===== src/include/smr_pkg.sv =====
// shared constants and types for the mode register sequencer link
`default_nettype none
package smr_pkg;
    // clock and timing, times in their own units
    localparam int CLK_NS = 100;
    localparam int RST_LOW_US = 200;
    localparam int RST_LOW_CYC = (RST_LOW_US * 1000 + CLK_NS - 1) / CLK_NS;
    localparam int CKE_PRE_NS = 10;
    localparam int CKE_PRE_CYC = (CKE_PRE_NS + CLK_NS - 1) / CLK_NS;
    localparam int CKE_LOW_US = 500;
    localparam int CKE_LOW_CYC = (CKE_LOW_US * 1000) / CLK_NS - 1;
    localparam int CLK_VALID_NS = 10;
    localparam int CLK_VALID_MIN = 5;
    localparam int CLK_VALID_CYC = ((CLK_VALID_NS + CLK_NS - 1) / CLK_NS
        > CLK_VALID_MIN) ? (CLK_VALID_NS + CLK_NS - 1) / CLK_NS : CLK_VALID_MIN;
    localparam int DLL_LOCK_CYC = 512;
    localparam int CALIB_INIT_CYC = 512;
    localparam int LOCK_WAIT_CYC = (DLL_LOCK_CYC > CALIB_INIT_CYC) ?
        DLL_LOCK_CYC : CALIB_INIT_CYC;
    localparam int RST_EXIT_CYC = 8;
    localparam int MODE_GAP_CYC = 4;
    localparam int MODE_UPD_CYC = 12;
    localparam int LVL_OUT_CYC = 1;
    localparam int CAPTURE_CYC = 2;
    localparam int TERM_OFF_CYC = 2;
    localparam int CNT_W = 16;

    // link widths and command codes {cs_n, ras_n, cas_n, we_n}
    localparam int BA_W = 3;
    localparam int ADDR_W = 16;
    localparam int COL_W = 10;
    localparam logic [3:0] CMD_NOP = 4'h7;
    localparam logic [3:0] CMD_MODE_WRITE = 4'h0;
    localparam logic [3:0] CMD_CALIB = 4'h6;
    localparam logic [3:0] CMD_READ = 4'h5;
    localparam logic [3:0] CMD_WRITE = 4'h4;

    // mode register targets and fields
    localparam logic [1:0] MODE_REG_ZERO = 2'h0;
    localparam logic [1:0] MODE_REG_ONE = 2'h1;
    localparam logic [1:0] MODE_REG_TWO = 2'h2;
    localparam logic [1:0] MODE_REG_THREE = 2'h3;
    localparam int DLL_RST_BIT = 8;
    localparam int DLL_DIS_BIT = 0;
    localparam int LVL_BIT = 7;
    localparam int QOFF_BIT = 12;
    localparam int CALIB_LONG_BIT = 10;
    localparam int BURST_SEL_BIT = 12;
    localparam logic [1:0] BL_FIXED8 = 2'h0;
    localparam logic [1:0] BL_OTF = 2'h1;

    // controller register map and bits
    localparam logic [7:0] ADDR_CTRL = 8'h00;
    localparam logic [7:0] ADDR_STAT = 8'h04;
    localparam logic [3:0] ADDR_MODE_PAGE = 4'h1;
    localparam int REQ_W = 5;
    localparam int REQ_INIT = 0;
    localparam int REQ_LVL_IN = 1;
    localparam int REQ_LVL_OUT = 2;
    localparam int REQ_VSW = 3;
    localparam int REQ_VSTABLE = 4;

    typedef enum logic [4:0] {
        S_IDLE, S_RELEASE, S_CKE_UP, S_MODE2, S_MODE3, S_MODE1, S_MODE0,
        S_CALIB, S_READY, S_LVL_IN, S_LVL, S_LVX_HOLD, S_LVX_TERM,
        S_LVX_MODE, S_VHOLD, S_WAIT
    } smr_cst_t;

    typedef struct packed {
        smr_cst_t st;
        smr_cst_t after;
        logic [CNT_W-1:0] cnt;
        logic mem_rst_n;
        logic cke;
        logic term;
        logic dqs_o;
        logic dqs_oe;
        logic [3:0] cmd;
        logic [BA_W-1:0] ba;
        logic [ADDR_W-1:0] addr;
        logic [3:0][ADDR_W-1:0] mode;
        logic [REQ_W-1:0] req;
        logic ready;
        logic lvl_result;
        logic pready;
        logic pslverr;
        logic [31:0] prdata;
    } smr_ctl_t;

    typedef struct packed {
        logic [3:0][ADDR_W-1:0] mode;
        logic [CNT_W-1:0] dll_cnt;
        logic dll_run;
        logic dll_lock;
        logic [CNT_W-1:0] cal_cnt;
        logic cal_run;
        logic cal_done;
        logic [CNT_W-1:0] upd_cnt;
        logic dq_undef;
        logic lvl_seen;
        logic dq_o;
        logic dq_oe;
        logic bst_valid;
        logic bst_eight;
        logic [COL_W-1:0] bst_block;
    } smr_dev_t;
endpackage
`default_nettype wire


===== src/include/smr_link_if.sv =====
// command, clock-enable, termination and strobe link between both ends
`timescale 1ns/1ns
`default_nettype none
interface smr_link_if;
    logic mem_rst_n;
    logic cke;
    logic cs_n;
    logic ras_n;
    logic cas_n;
    logic we_n;
    logic [smr_pkg::BA_W-1:0] ba;
    logic [smr_pkg::ADDR_W-1:0] addr;
    logic term_ctl;
    logic dqs_o;
    logic dqs_oe;
    logic dq_o;
    logic dq_oe;

    modport ctrl (
        output mem_rst_n, cke, cs_n, ras_n, cas_n, we_n, ba, addr,
        output term_ctl, dqs_o, dqs_oe,
        input dq_o, dq_oe
    );
    modport dev (
        input mem_rst_n, cke, cs_n, ras_n, cas_n, we_n, ba, addr,
        input term_ctl, dqs_o, dqs_oe,
        output dq_o, dq_oe
    );
endinterface
`default_nettype wire


===== src/hw/smr_ctrl.sv =====
// memory controller end: power-up order, mode writes, leveling exit
//
// Decided for this implementation: the APB interface to the registers and the placing of the registers.
`timescale 1ns/1ns
`default_nettype none
module smr_ctrl #(
    parameter int CKE_LOW_CYCLES = smr_pkg::CKE_LOW_CYC
) (
    // clock, reset, enable
    input wire logic ref_clk,
    input wire logic resetn,
    input wire logic ce,
    // apb slave
    input wire logic [7:0] paddr,
    input wire logic psel,
    input wire logic penable,
    input wire logic pwrite,
    input wire logic [31:0] pwdata,
    output logic [31:0] prdata,
    output logic pready,
    output logic pslverr,
    // memory link
    smr_link_if.ctrl link
);
    import smr_pkg::*;

    smr_ctl_t ctl_ff;
    smr_ctl_t nxt_ctl;

    // park in the wait state for n cycles, then go on
    function automatic smr_ctl_t go_wait(smr_ctl_t c, int n, smr_cst_t s);
        smr_ctl_t r;
        r = c;
        r.cnt = CNT_W'(n);
        r.after = s;
        r.st = S_WAIT;
        return r;
    endfunction

    // one mode write, full register value every time
    function automatic smr_ctl_t put_mode(smr_ctl_t c, logic [1:0] idx,
                                          logic [ADDR_W-1:0] val);
        smr_ctl_t r;
        r = c;
        r.cmd = CMD_MODE_WRITE;
        r.ba = {1'b0, idx};
        r.addr = val;
        r.term = 1'b0;
        return r;
    endfunction

    always_comb begin
        logic [REQ_W-1:0] set_req;
        logic mode_page;
        set_req = '0;
        mode_page = (paddr[7:4] == ADDR_MODE_PAGE);
        nxt_ctl = ctl_ff;
        nxt_ctl.cmd = CMD_NOP;
        nxt_ctl.pready = 1'b0;
        nxt_ctl.ready = 1'b0;

        // apb setup: prepare the answer for the access cycle
        if (psel && !penable) begin
            nxt_ctl.pready = 1'b1;
            nxt_ctl.pslverr = 1'b0;
            nxt_ctl.prdata = '0;
            if (paddr == ADDR_CTRL) begin
                nxt_ctl.prdata[REQ_W-1:0] = ctl_ff.req;
            end else if (paddr == ADDR_STAT) begin
                nxt_ctl.prdata = {19'h0, ctl_ff.st, 5'h0,
                                  ctl_ff.st == S_IDLE, ctl_ff.lvl_result,
                                  ctl_ff.ready};
            end else if (mode_page && paddr[1:0] == 2'h0) begin
                nxt_ctl.prdata[ADDR_W-1:0] = ctl_ff.mode[paddr[3:2]];
            end else begin
                nxt_ctl.pslverr = 1'b1; // unmapped, nothing stored
            end
        end
        // apb access: writes land at the pready edge only
        if (psel && penable && ctl_ff.pready && pwrite && !ctl_ff.pslverr) begin
            if (paddr == ADDR_CTRL) begin
                set_req = pwdata[REQ_W-1:0];
            end else if (mode_page) begin
                nxt_ctl.mode[paddr[3:2]] = pwdata[ADDR_W-1:0];
            end
        end

        // sequencer
        case (ctl_ff.st)
            S_IDLE: begin
                nxt_ctl.mem_rst_n = 1'b0;
                nxt_ctl.cke = 1'b0;
                nxt_ctl.term = 1'b0;
                if (ctl_ff.req[REQ_INIT]) begin
                    nxt_ctl.req[REQ_INIT] = 1'b0;
                    nxt_ctl = go_wait(nxt_ctl, RST_LOW_CYC, S_RELEASE);
                end
            end
            S_RELEASE: begin
                // cke has been low far longer than the 10ns lead
                nxt_ctl.mem_rst_n = 1'b1;
                nxt_ctl = go_wait(nxt_ctl, CKE_LOW_CYCLES, S_CKE_UP);
            end
            S_CKE_UP: begin
                // clock runs free, so the valid-clock lead is long met
                nxt_ctl.cke = 1'b1;
                nxt_ctl = go_wait(nxt_ctl, RST_EXIT_CYC, S_MODE2);
            end
            S_MODE2: begin
                nxt_ctl = put_mode(nxt_ctl, MODE_REG_TWO,
                                   ctl_ff.mode[MODE_REG_TWO]);
                nxt_ctl = go_wait(nxt_ctl, MODE_GAP_CYC, S_MODE3);
            end
            S_MODE3: begin
                nxt_ctl = put_mode(nxt_ctl, MODE_REG_THREE,
                                   ctl_ff.mode[MODE_REG_THREE]);
                nxt_ctl = go_wait(nxt_ctl, MODE_GAP_CYC, S_MODE1);
            end
            S_MODE1: begin
                // dll enabled, termination as software configured
                nxt_ctl = put_mode(nxt_ctl, MODE_REG_ONE,
                    ctl_ff.mode[MODE_REG_ONE] &
                    ~(ADDR_W'(1) << DLL_DIS_BIT));
                nxt_ctl = go_wait(nxt_ctl, MODE_GAP_CYC, S_MODE0);
            end
            S_MODE0: begin
                nxt_ctl = put_mode(nxt_ctl, MODE_REG_ZERO,
                    ctl_ff.mode[MODE_REG_ZERO] |
                    (ADDR_W'(1) << DLL_RST_BIT));
                nxt_ctl = go_wait(nxt_ctl, MODE_UPD_CYC, S_CALIB);
            end
            S_CALIB: begin
                nxt_ctl.cmd = CMD_CALIB;
                nxt_ctl.addr = ADDR_W'(1) << CALIB_LONG_BIT;
                // waiting from here covers the lock counted from mode zero
                nxt_ctl = go_wait(nxt_ctl, LOCK_WAIT_CYC, S_READY);
            end
            S_READY: begin
                // no row commands are issued, so banks stay precharged
                if (ctl_ff.req[REQ_LVL_IN]) begin
                    nxt_ctl.req[REQ_LVL_IN] = 1'b0;
                    nxt_ctl.st = S_LVL_IN;
                end else if (ctl_ff.req[REQ_VSW]) begin
                    nxt_ctl.req[REQ_VSW] = 1'b0;
                    nxt_ctl.st = S_VHOLD;
                end else begin
                    nxt_ctl.ready = 1'b1;
                end
            end
            S_LVL_IN: begin
                // dll must stay enabled while leveling
                nxt_ctl = put_mode(nxt_ctl, MODE_REG_ONE,
                    (ctl_ff.mode[MODE_REG_ONE] & ~(ADDR_W'(1) << DLL_DIS_BIT))
                    | (ADDR_W'(1) << LVL_BIT));
                nxt_ctl = go_wait(nxt_ctl, MODE_UPD_CYC, S_LVL);
            end
            S_LVL: begin
                // terminate the strobe and toggle it each cycle
                nxt_ctl.term = 1'b1;
                nxt_ctl.dqs_oe = 1'b1;
                nxt_ctl.dqs_o = !ctl_ff.dqs_o;
                if (ctl_ff.req[REQ_LVL_OUT]) begin
                    nxt_ctl.req[REQ_LVL_OUT] = 1'b0;
                    nxt_ctl.dqs_o = 1'b0;
                    nxt_ctl = go_wait(nxt_ctl, LVL_OUT_CYC + CAPTURE_CYC,
                                      S_LVX_TERM);
                end
            end
            S_LVX_TERM: begin
                // strobe and termination drop on the same edge
                nxt_ctl.lvl_result = link.dq_o;
                nxt_ctl.dqs_oe = 1'b0;
                nxt_ctl.term = 1'b0;
                nxt_ctl = go_wait(nxt_ctl, TERM_OFF_CYC, S_LVX_MODE);
            end
            S_LVX_MODE: begin
                nxt_ctl = put_mode(nxt_ctl, MODE_REG_ONE,
                    ctl_ff.mode[MODE_REG_ONE] & ~(ADDR_W'(1) << LVL_BIT) &
                    ~(ADDR_W'(1) << DLL_DIS_BIT));
                nxt_ctl = go_wait(nxt_ctl, MODE_UPD_CYC, S_READY);
            end
            S_VHOLD: begin
                // only nops while the supply moves, then relock
                if (ctl_ff.req[REQ_VSTABLE]) begin
                    nxt_ctl.req[REQ_VSTABLE] = 1'b0;
                    nxt_ctl.st = S_MODE0;
                end
            end
            S_WAIT: begin
                // cke never falls here, so powerdown delays hold
                if (ctl_ff.cnt <= CNT_W'(1)) begin
                    nxt_ctl.st = ctl_ff.after;
                end else begin
                    nxt_ctl.cnt = ctl_ff.cnt - CNT_W'(1);
                end
            end
            default: begin
                nxt_ctl.st = S_IDLE;
            end
        endcase
        // a request written now survives the clear above
        nxt_ctl.req = nxt_ctl.req | set_req;
    end

    // single state register, frozen while ce is low
    always_ff @(posedge ref_clk) begin
        if (!resetn) begin
            ctl_ff <= '0;
            ctl_ff.cmd <= CMD_NOP;
        end else if (ce) begin
            ctl_ff <= nxt_ctl;
        end
    end

    // outputs straight from the state register
    assign link.mem_rst_n = ctl_ff.mem_rst_n;
    assign link.cke = ctl_ff.cke;
    assign {link.cs_n, link.ras_n, link.cas_n, link.we_n} = ctl_ff.cmd;
    assign link.ba = ctl_ff.ba;
    assign link.addr = ctl_ff.addr;
    assign link.term_ctl = ctl_ff.term;
    assign link.dqs_o = ctl_ff.dqs_o;
    assign link.dqs_oe = ctl_ff.dqs_oe;
    assign prdata = ctl_ff.prdata;
    assign pready = ctl_ff.pready;
    assign pslverr = ctl_ff.pslverr;
endmodule // smr_ctrl
`default_nettype wire


===== src/flat_wrapper.sv =====
// flat-port wrapper written by rule: the top's interface ports become plain ports
module smr_ctrl_flat import smr_pkg::*;
#(
    parameter int CKE_LOW_CYCLES = smr_pkg::CKE_LOW_CYC
)
  (ref_clk, resetn, ce, paddr, psel, penable, pwrite, pwdata, prdata, pready, pslverr, link_mem_rst_n, link_cke, link_cs_n, link_ras_n, link_cas_n, link_we_n, link_ba, link_addr, link_term_ctl, link_dqs_o, link_dqs_oe, link_dq_o, link_dq_oe);
  smr_link_if link_i ();
  input wire logic ref_clk;
  input wire logic resetn;
  input wire logic ce;
  input wire logic [7:0] paddr;
  input wire logic psel;
  input wire logic penable;
  input wire logic pwrite;
  input wire logic [31:0] pwdata;
  output logic [31:0] prdata;
  output logic pready;
  output logic pslverr;
  output wire logic [$bits(link_i.mem_rst_n)-1:0] link_mem_rst_n;
  output wire logic [$bits(link_i.cke)-1:0] link_cke;
  output wire logic [$bits(link_i.cs_n)-1:0] link_cs_n;
  output wire logic [$bits(link_i.ras_n)-1:0] link_ras_n;
  output wire logic [$bits(link_i.cas_n)-1:0] link_cas_n;
  output wire logic [$bits(link_i.we_n)-1:0] link_we_n;
  output wire logic [$bits(link_i.ba)-1:0] link_ba;
  output wire logic [$bits(link_i.addr)-1:0] link_addr;
  output wire logic [$bits(link_i.term_ctl)-1:0] link_term_ctl;
  output wire logic [$bits(link_i.dqs_o)-1:0] link_dqs_o;
  output wire logic [$bits(link_i.dqs_oe)-1:0] link_dqs_oe;
  input wire logic [$bits(link_i.dq_o)-1:0] link_dq_o;
  input wire logic [$bits(link_i.dq_oe)-1:0] link_dq_oe;
  assign link_mem_rst_n = link_i.mem_rst_n;
  assign link_cke = link_i.cke;
  assign link_cs_n = link_i.cs_n;
  assign link_ras_n = link_i.ras_n;
  assign link_cas_n = link_i.cas_n;
  assign link_we_n = link_i.we_n;
  assign link_ba = link_i.ba;
  assign link_addr = link_i.addr;
  assign link_term_ctl = link_i.term_ctl;
  assign link_dqs_o = link_i.dqs_o;
  assign link_dqs_oe = link_i.dqs_oe;
  assign link_i.dq_o = link_dq_o;
  assign link_i.dq_oe = link_dq_oe;
  smr_ctrl #(.CKE_LOW_CYCLES(CKE_LOW_CYCLES)) u_core (.ref_clk(ref_clk), .resetn(resetn), .ce(ce), .paddr(paddr), .psel(psel), .penable(penable), .pwrite(pwrite), .pwdata(pwdata), .prdata(prdata), .pready(pready), .pslverr(pslverr), .link(link_i));
endmodule

===== config.mk =====
export PLATFORM = sky130hd
export DESIGN_NAME = smr_ctrl_flat
export DESIGN_NICKNAME = d
export VERILOG_FILES = /design/src/include/smr_pkg.sv /design/src/include/smr_link_if.sv /design/src/hw/smr_ctrl.sv /design/src/flat_wrapper.sv
export SDC_FILE = /design/constraint.sdc
export NUM_CORES = 1
export LEC_CHECK = 0
export BUFFER_PORTS_ARGS = -buffer_cell sky130_fd_sc_hd__clkbuf_2
export CORE_MARGIN = 3
export CORE_UTILIZATION = 60
export CTS_BUF_LIST = sky130_fd_sc_hd__clkbuf_8 sky130_fd_sc_hd__clkbuf_16
export CTS_CLUSTER_DIAMETER = 40
export DETAILED_ROUTE_END_ITERATION = 8
export PLACE_DENSITY = 0.84
export SETUP_SLACK_MARGIN = 0.02
export SLEW_MARGIN = 10
export SYNTH_ARGS = -nofsm -noshare
export SYNTH_HDL_FRONTEND = slang
export SYNTH_SLANG_ARGS = --single-unit

===== constraint.sdc =====
create_clock -name ref_clk -period 3.56 [get_ports ref_clk]
set_input_delay 0.178 -clock ref_clk [delete_from_list [all_inputs] [get_ports ref_clk]]
set_output_delay 0.178 -clock ref_clk [all_outputs]
set_load 0.02 [all_outputs]

==> key figures <==
Power and ir drop
  – Power density relative to cell area: ~740 mW/mm^2
  – Internal Dissipation: approximately 3.5 mW
  – Portion of total power attributed to the clock network: between 30% and 40%
  – NetSw: 2.25 mW
  – VDD IR-drop max: approximately 0.00040 V
  – Static power due to leakage: approximately 2.9 nW
  – Sequential share of power: between 30 and 40%
  – Switching Share: 38.8%
  – Share of power burned in combinational logic: 36.2%

Logic synthesis
  – Mean Syn Cell Area: approximately 8.1 um^2
  – EDFF count, synth: 0
  – Dominant synthesized flop cell: sky130_fd_sc_hd__dfxtp_1
  – Combined area of all synthesized cells: around 0.0072 mm^2
  – Distinct cell type count of the synthesized netlist: a little under 70
  – Sequential cell area fraction in the yosys report: about two fifths
  – Instance count of the mapped netlist: between 800 and 900
  – FF+latch count, synth: between 100 and 150
  – Yosys Warn Count: 0
  – Fraction of registers with async set/reset: 0%

Routing
  – Met2 wire length: 9290 um
  – Count of unresolved DRC violations after routing: 0
  – Number of vias per cell after detailed routing: between 6 and 7
  – Number of antenna-violating nets in the routed design: 0
  – Routed metal-1 wire length: slightly above 8000 um
  – Routed vias: between 6000 and 7000
  – Total wirelength of the detailed-routed design: 20400 um
  – Detailed router's first-iteration violation count: between 900 and 1000
  – DR WL/cell: between 15 and 20 um
  – Number of optimization iterations in the first detailed-route pass: 7
  – Topmost layer with routed signal wires: met4
  – Total met3 wirelength after detailed routing: 2270 um

CTS
  – H-tree depth: 4
  – Clock sinks: 139
  – Num CTS Buffers: 17
  – Root cell of the clock tree: sky130_fd_sc_hd__clkbuf_16
  – # Post-CTS Setup Buffers: 0
  – Skew-Pair Late Insertion Delay: around 0.43 ns
  – Post-cts hold buffer count: 1
  – CTS-repair resized insts: 0
  – CTS clk-pin slew, worst paths: roughly 0.06 ns
  – Worst-case clock buffer depth: 2
  – Clock tree from TritonCTS: built

Setup path
  – Type of the worst setup path: flop to flop
  – CP Launch Type: flop
  – Critical Path RT: between 3 and 4 ns
  – Endpoint arrival time on the critical path: roughly 3 ns
  – Biggest fanout along the worst timing path: 31
  – CP endpoint kind: flop

STA
  – Number of hold violations in the final report: 0
  – Max transition margin: 29.8%
  – Hold Slack: roughly 0.0093 ns
  – Worst clock skew: roughly 0.018 ns
  – Sum of negative setup slack: 0 ns
  – Final setup violating endpoints: 0
  – Worst Tran Pin Value: 1.05 ns
  – RSZ-0062 raised after global routing: false
  – Final critical-path share of the clock period: 76.6%
  – Final worst setup slack: between 0.8 and 0.9 ns
  – Final Slew Violations: 0
  – Final Critical Period: about 2.7 ns
  – Maximum operating frequency: ~0.37 GHz

Placement
  – Last weighted congestion value of the routability-driven placer: about 0.96
  – Placed wire-length estimate after detailed placement: between 10000 and 15000 um
  – Cell area reported after detailed placement: roughly 0.0073 mm^2
  – Count of buffers inserted at the top-level ports: 74
  – DP Cell Count: slightly above 1000
  – Pre-CTS worst setup slack: around 0.98 ns

Finish
  – Final std cell area, no fill: roughly 0.008 mm^2
  – Multi-input gate area in the final layout: 0.00377 mm^2
  – Area used by sequential logic in the layout: ~0.0028 mm^2
  – Post-route non-filler standard cell count: approximately 1100
  – Number of diodes: 0
  – Fill cells: between 900 and 1000
  – Signed area change from the synthesized netlist to the final layout: 8.66%
  – Post-layout nets: 958
  – Ratio of cells with drive above 1 in the final layout: ~18%

Global routing
  – First-pass GRT wire length: roughly 32000 um
  – Antenna violations before repair: 0
  – Pin count of the biggest net entering global routing: 76
  – Via count of the first global-routing pass: slightly above 6000
  – Global-route congestion overflow total: 0
  – Gr usage total: between 30 and 40%

Die
  – Vertical extent of the die: approximately 120 um
  – Number of primary I/O pins: 110
  – Total die area: 0.0134 mm^2
  – Number of rows in the core area: 39
  – Placeable Area: roughly 0.012 mm^2
  – Starting density of the core: between 60 and 70%
  – Width of the chip: approximately 120 um

Run status
  – Result of the run: complete, no violations

Run
  – Number of max-cap violations: 0

Worst hold path
  – HP Class: input pin to flop
[critical path, stage by stage, from the launching register on]
cell and delay, ns:
sky130_fd_sc_hd__dfxtp_1 1.01, sky130_fd_sc_hd__nor3_1 0.21, sky130_fd_sc_hd__a221oi_2 0.49, sky130_fd_sc_hd__o21ai_2 0.28, sky130_fd_sc_hd__o311a_1 0.41, sky130_fd_sc_hd__a31o_2 0.21
[synth_stat cells (3+ instances only)]
library cell / count / area, um^2
sky130_fd_sc_hd__or2_2: 5 / 31.3
sky130_fd_sc_hd__dfxtp_1: 139 / 2780
sky130_fd_sc_hd__o311ai_0: 3 / 26.3
sky130_fd_sc_hd__a21oi_1: 105 / 526
sky130_fd_sc_hd__or4_1: 3 / 22.5
sky130_fd_sc_hd__nand4_1: 5 / 31.3
sky130_fd_sc_hd__a31oi_1: 23 / 144
sky130_fd_sc_hd__clkbuf_1: 53 / 199
sky130_fd_sc_hd__a31o_2: 6 / 52.6
sky130_fd_sc_hd__nor2_1: 53 / 199
sky130_fd_sc_hd__inv_1: 7 / 26.3
sky130_fd_sc_hd__nand2b_1: 10 / 62.6
sky130_fd_sc_hd__a22oi_1: 31 / 233
sky130_fd_sc_hd__buf_2: 4 / 20.0
sky130_fd_sc_hd__a211oi_1: 7 / 52.6
sky130_fd_sc_hd__mux2i_1: 13 / 130
sky130_fd_sc_hd__mux4_2: 16 / 360
sky130_fd_sc_hd__nor4_1: 5 / 31.3
sky130_fd_sc_hd__and3_1: 5 / 31.3
sky130_fd_sc_hd__or3_1: 6 / 37.5
sky130_fd_sc_hd__nand3b_1: 3 / 22.5
sky130_fd_sc_hd__nand2_1: 178 / 668
sky130_fd_sc_hd__nor2b_1: 8 / 50.1
sky130_fd_sc_hd__nor3b_1: 4 / 30.0
sky130_fd_sc_hd__o211ai_1: 4 / 30.0
sky130_fd_sc_hd__buf_4: 55 / 413
sky130_fd_sc_hd__o31ai_1: 6 / 45.0
sky130_fd_sc_hd__nand3_1: 16 / 80.1
sky130_fd_sc_hd__a221oi_1: 8 / 70.1
sky130_fd_sc_hd__clkbuf_8: 5 / 68.8
sky130_fd_sc_hd__a311oi_1: 3 / 26.3
sky130_fd_sc_hd__o2bb2ai_1: 3 / 26.3
sky130_fd_sc_hd__nor3_1: 26 / 130
sky130_fd_sc_hd__o21ai_0: 34 / 170
[kinds of logic after synthesis]
| kind of cell | after synthesis | share of synthesized area [%] |
|---|---|---|
| and+or+nand+nor | 342 | 21.7 |
| xor gates and xnor gates | 4 | 0.484 |
| buffers and inverters | 130 | 10.6 |
| AOI/OAI and AO/OA | 252 | 21.7 |
| adders and majority gates | 2 | 0.346 |
| other | 1 | 0.0518 |
| DFF | 139 | 38.4 |
| muxes | 29 | 6.77 |
[metal layers]
metal,GRT usage (%),vias to the layer above
li1,-,3169
met1,41.4,3137
met2,47.5,463
met3,6.48,62
met4,14.5,0
met5,0,-
[sequential cells by signal, summed over array words and instances, names as in the netlist]
signal	flops
u_core.ctl_ff	96
u_core.link.addr	16
u_core.link.ba	2
u_core.link.cas_n	1
u_core.link.cke	1
u_core.link.dqs_o	1
u_core.link.dqs_oe	1
u_core.link.mem_rst_n	1
u_core.link.term_ctl	1
u_core.link.we_n	1
u_core.prdata	16
u_core.pready	1
u_core.pslverr	1
[power groups by stage]
stage,registers [mW],logic (mW),clock network (mW)
6_report,1.96,2.09,1.73
5_1_grt,1.98,2.29,1.80
4_1_cts,1.95,2.05,1.74
3_5_place_dp,1.98,2.03,0
3_3_place_gp,1.97,2.00,0
2_1_floorplan,1.87,1.79,0
[cell usage in the layout, fill, tap and decap left out, types with 7 or more instances in the layout]
cell and n:
sky130_fd_sc_hd__nand2_1 178, sky130_fd_sc_hd__nand2b_1 10, sky130_fd_sc_hd__nor3_1 24, sky130_fd_sc_hd__nor2_1 52, sky130_fd_sc_hd__buf_4 19, sky130_fd_sc_hd__clkbuf_2 74, sky130_fd_sc_hd__a221oi_1 8, sky130_fd_sc_hd__nor2b_1 8
sky130_fd_sc_hd__a31oi_1 23, sky130_fd_sc_hd__dfxtp_1 139, sky130_fd_sc_hd__o21ai_0 34, sky130_fd_sc_hd__a21oi_1 105, sky130_fd_sc_hd__a211oi_1 7, sky130_fd_sc_hd__nand3_1 16, sky130_fd_sc_hd__mux2i_1 13, sky130_fd_sc_hd__mux4_2 16
sky130_fd_sc_hd__a22oi_1 31, sky130_fd_sc_hd__inv_1 9, sky130_fd_sc_hd__conb_1 18, sky130_fd_sc_hd__clkbuf_16 17
[metrics by stage]
stage	power [mW]	util (%)
after global placement	3.98	62.7
final	5.79	67.7
after floorplan	3.66	-
after detailed placement	4.00	62.7
after global routing	6.07	67.7
after CTS	5.74	67.7
[path summary, 6_finish.rpt]
path / startpoint / end / slack, ns / cells past startpoint
min: pwdata[8] / u_core.ctl_ff[97] / 0.009 / 3
max reg2reg: u_core.ctl_ff[157] / u_core.ctl_ff[140] / 0.83 / 5
min reg2reg: u_core.prdata[14] / u_core.prdata[14] / 0.45 / 2
max: u_core.ctl_ff[157] / u_core.ctl_ff[140] / 0.83 / 5
[final cells by class]
| type | instances | area share (%) |
|---|---|---|
| tap | 143 | 2.27 |
| inverter | 9 | 0.429 |
| clock buffer | 19 | 5.76 |
| clock inverter | 12 | 1.61 |
| timing repair buffer | 94 | 6.65 |
| sequential | 139 | 35.4 |
| multi-input combinational | 647 | 47.9 |
No activity file was read; power rests on OpenSTA's default activity.
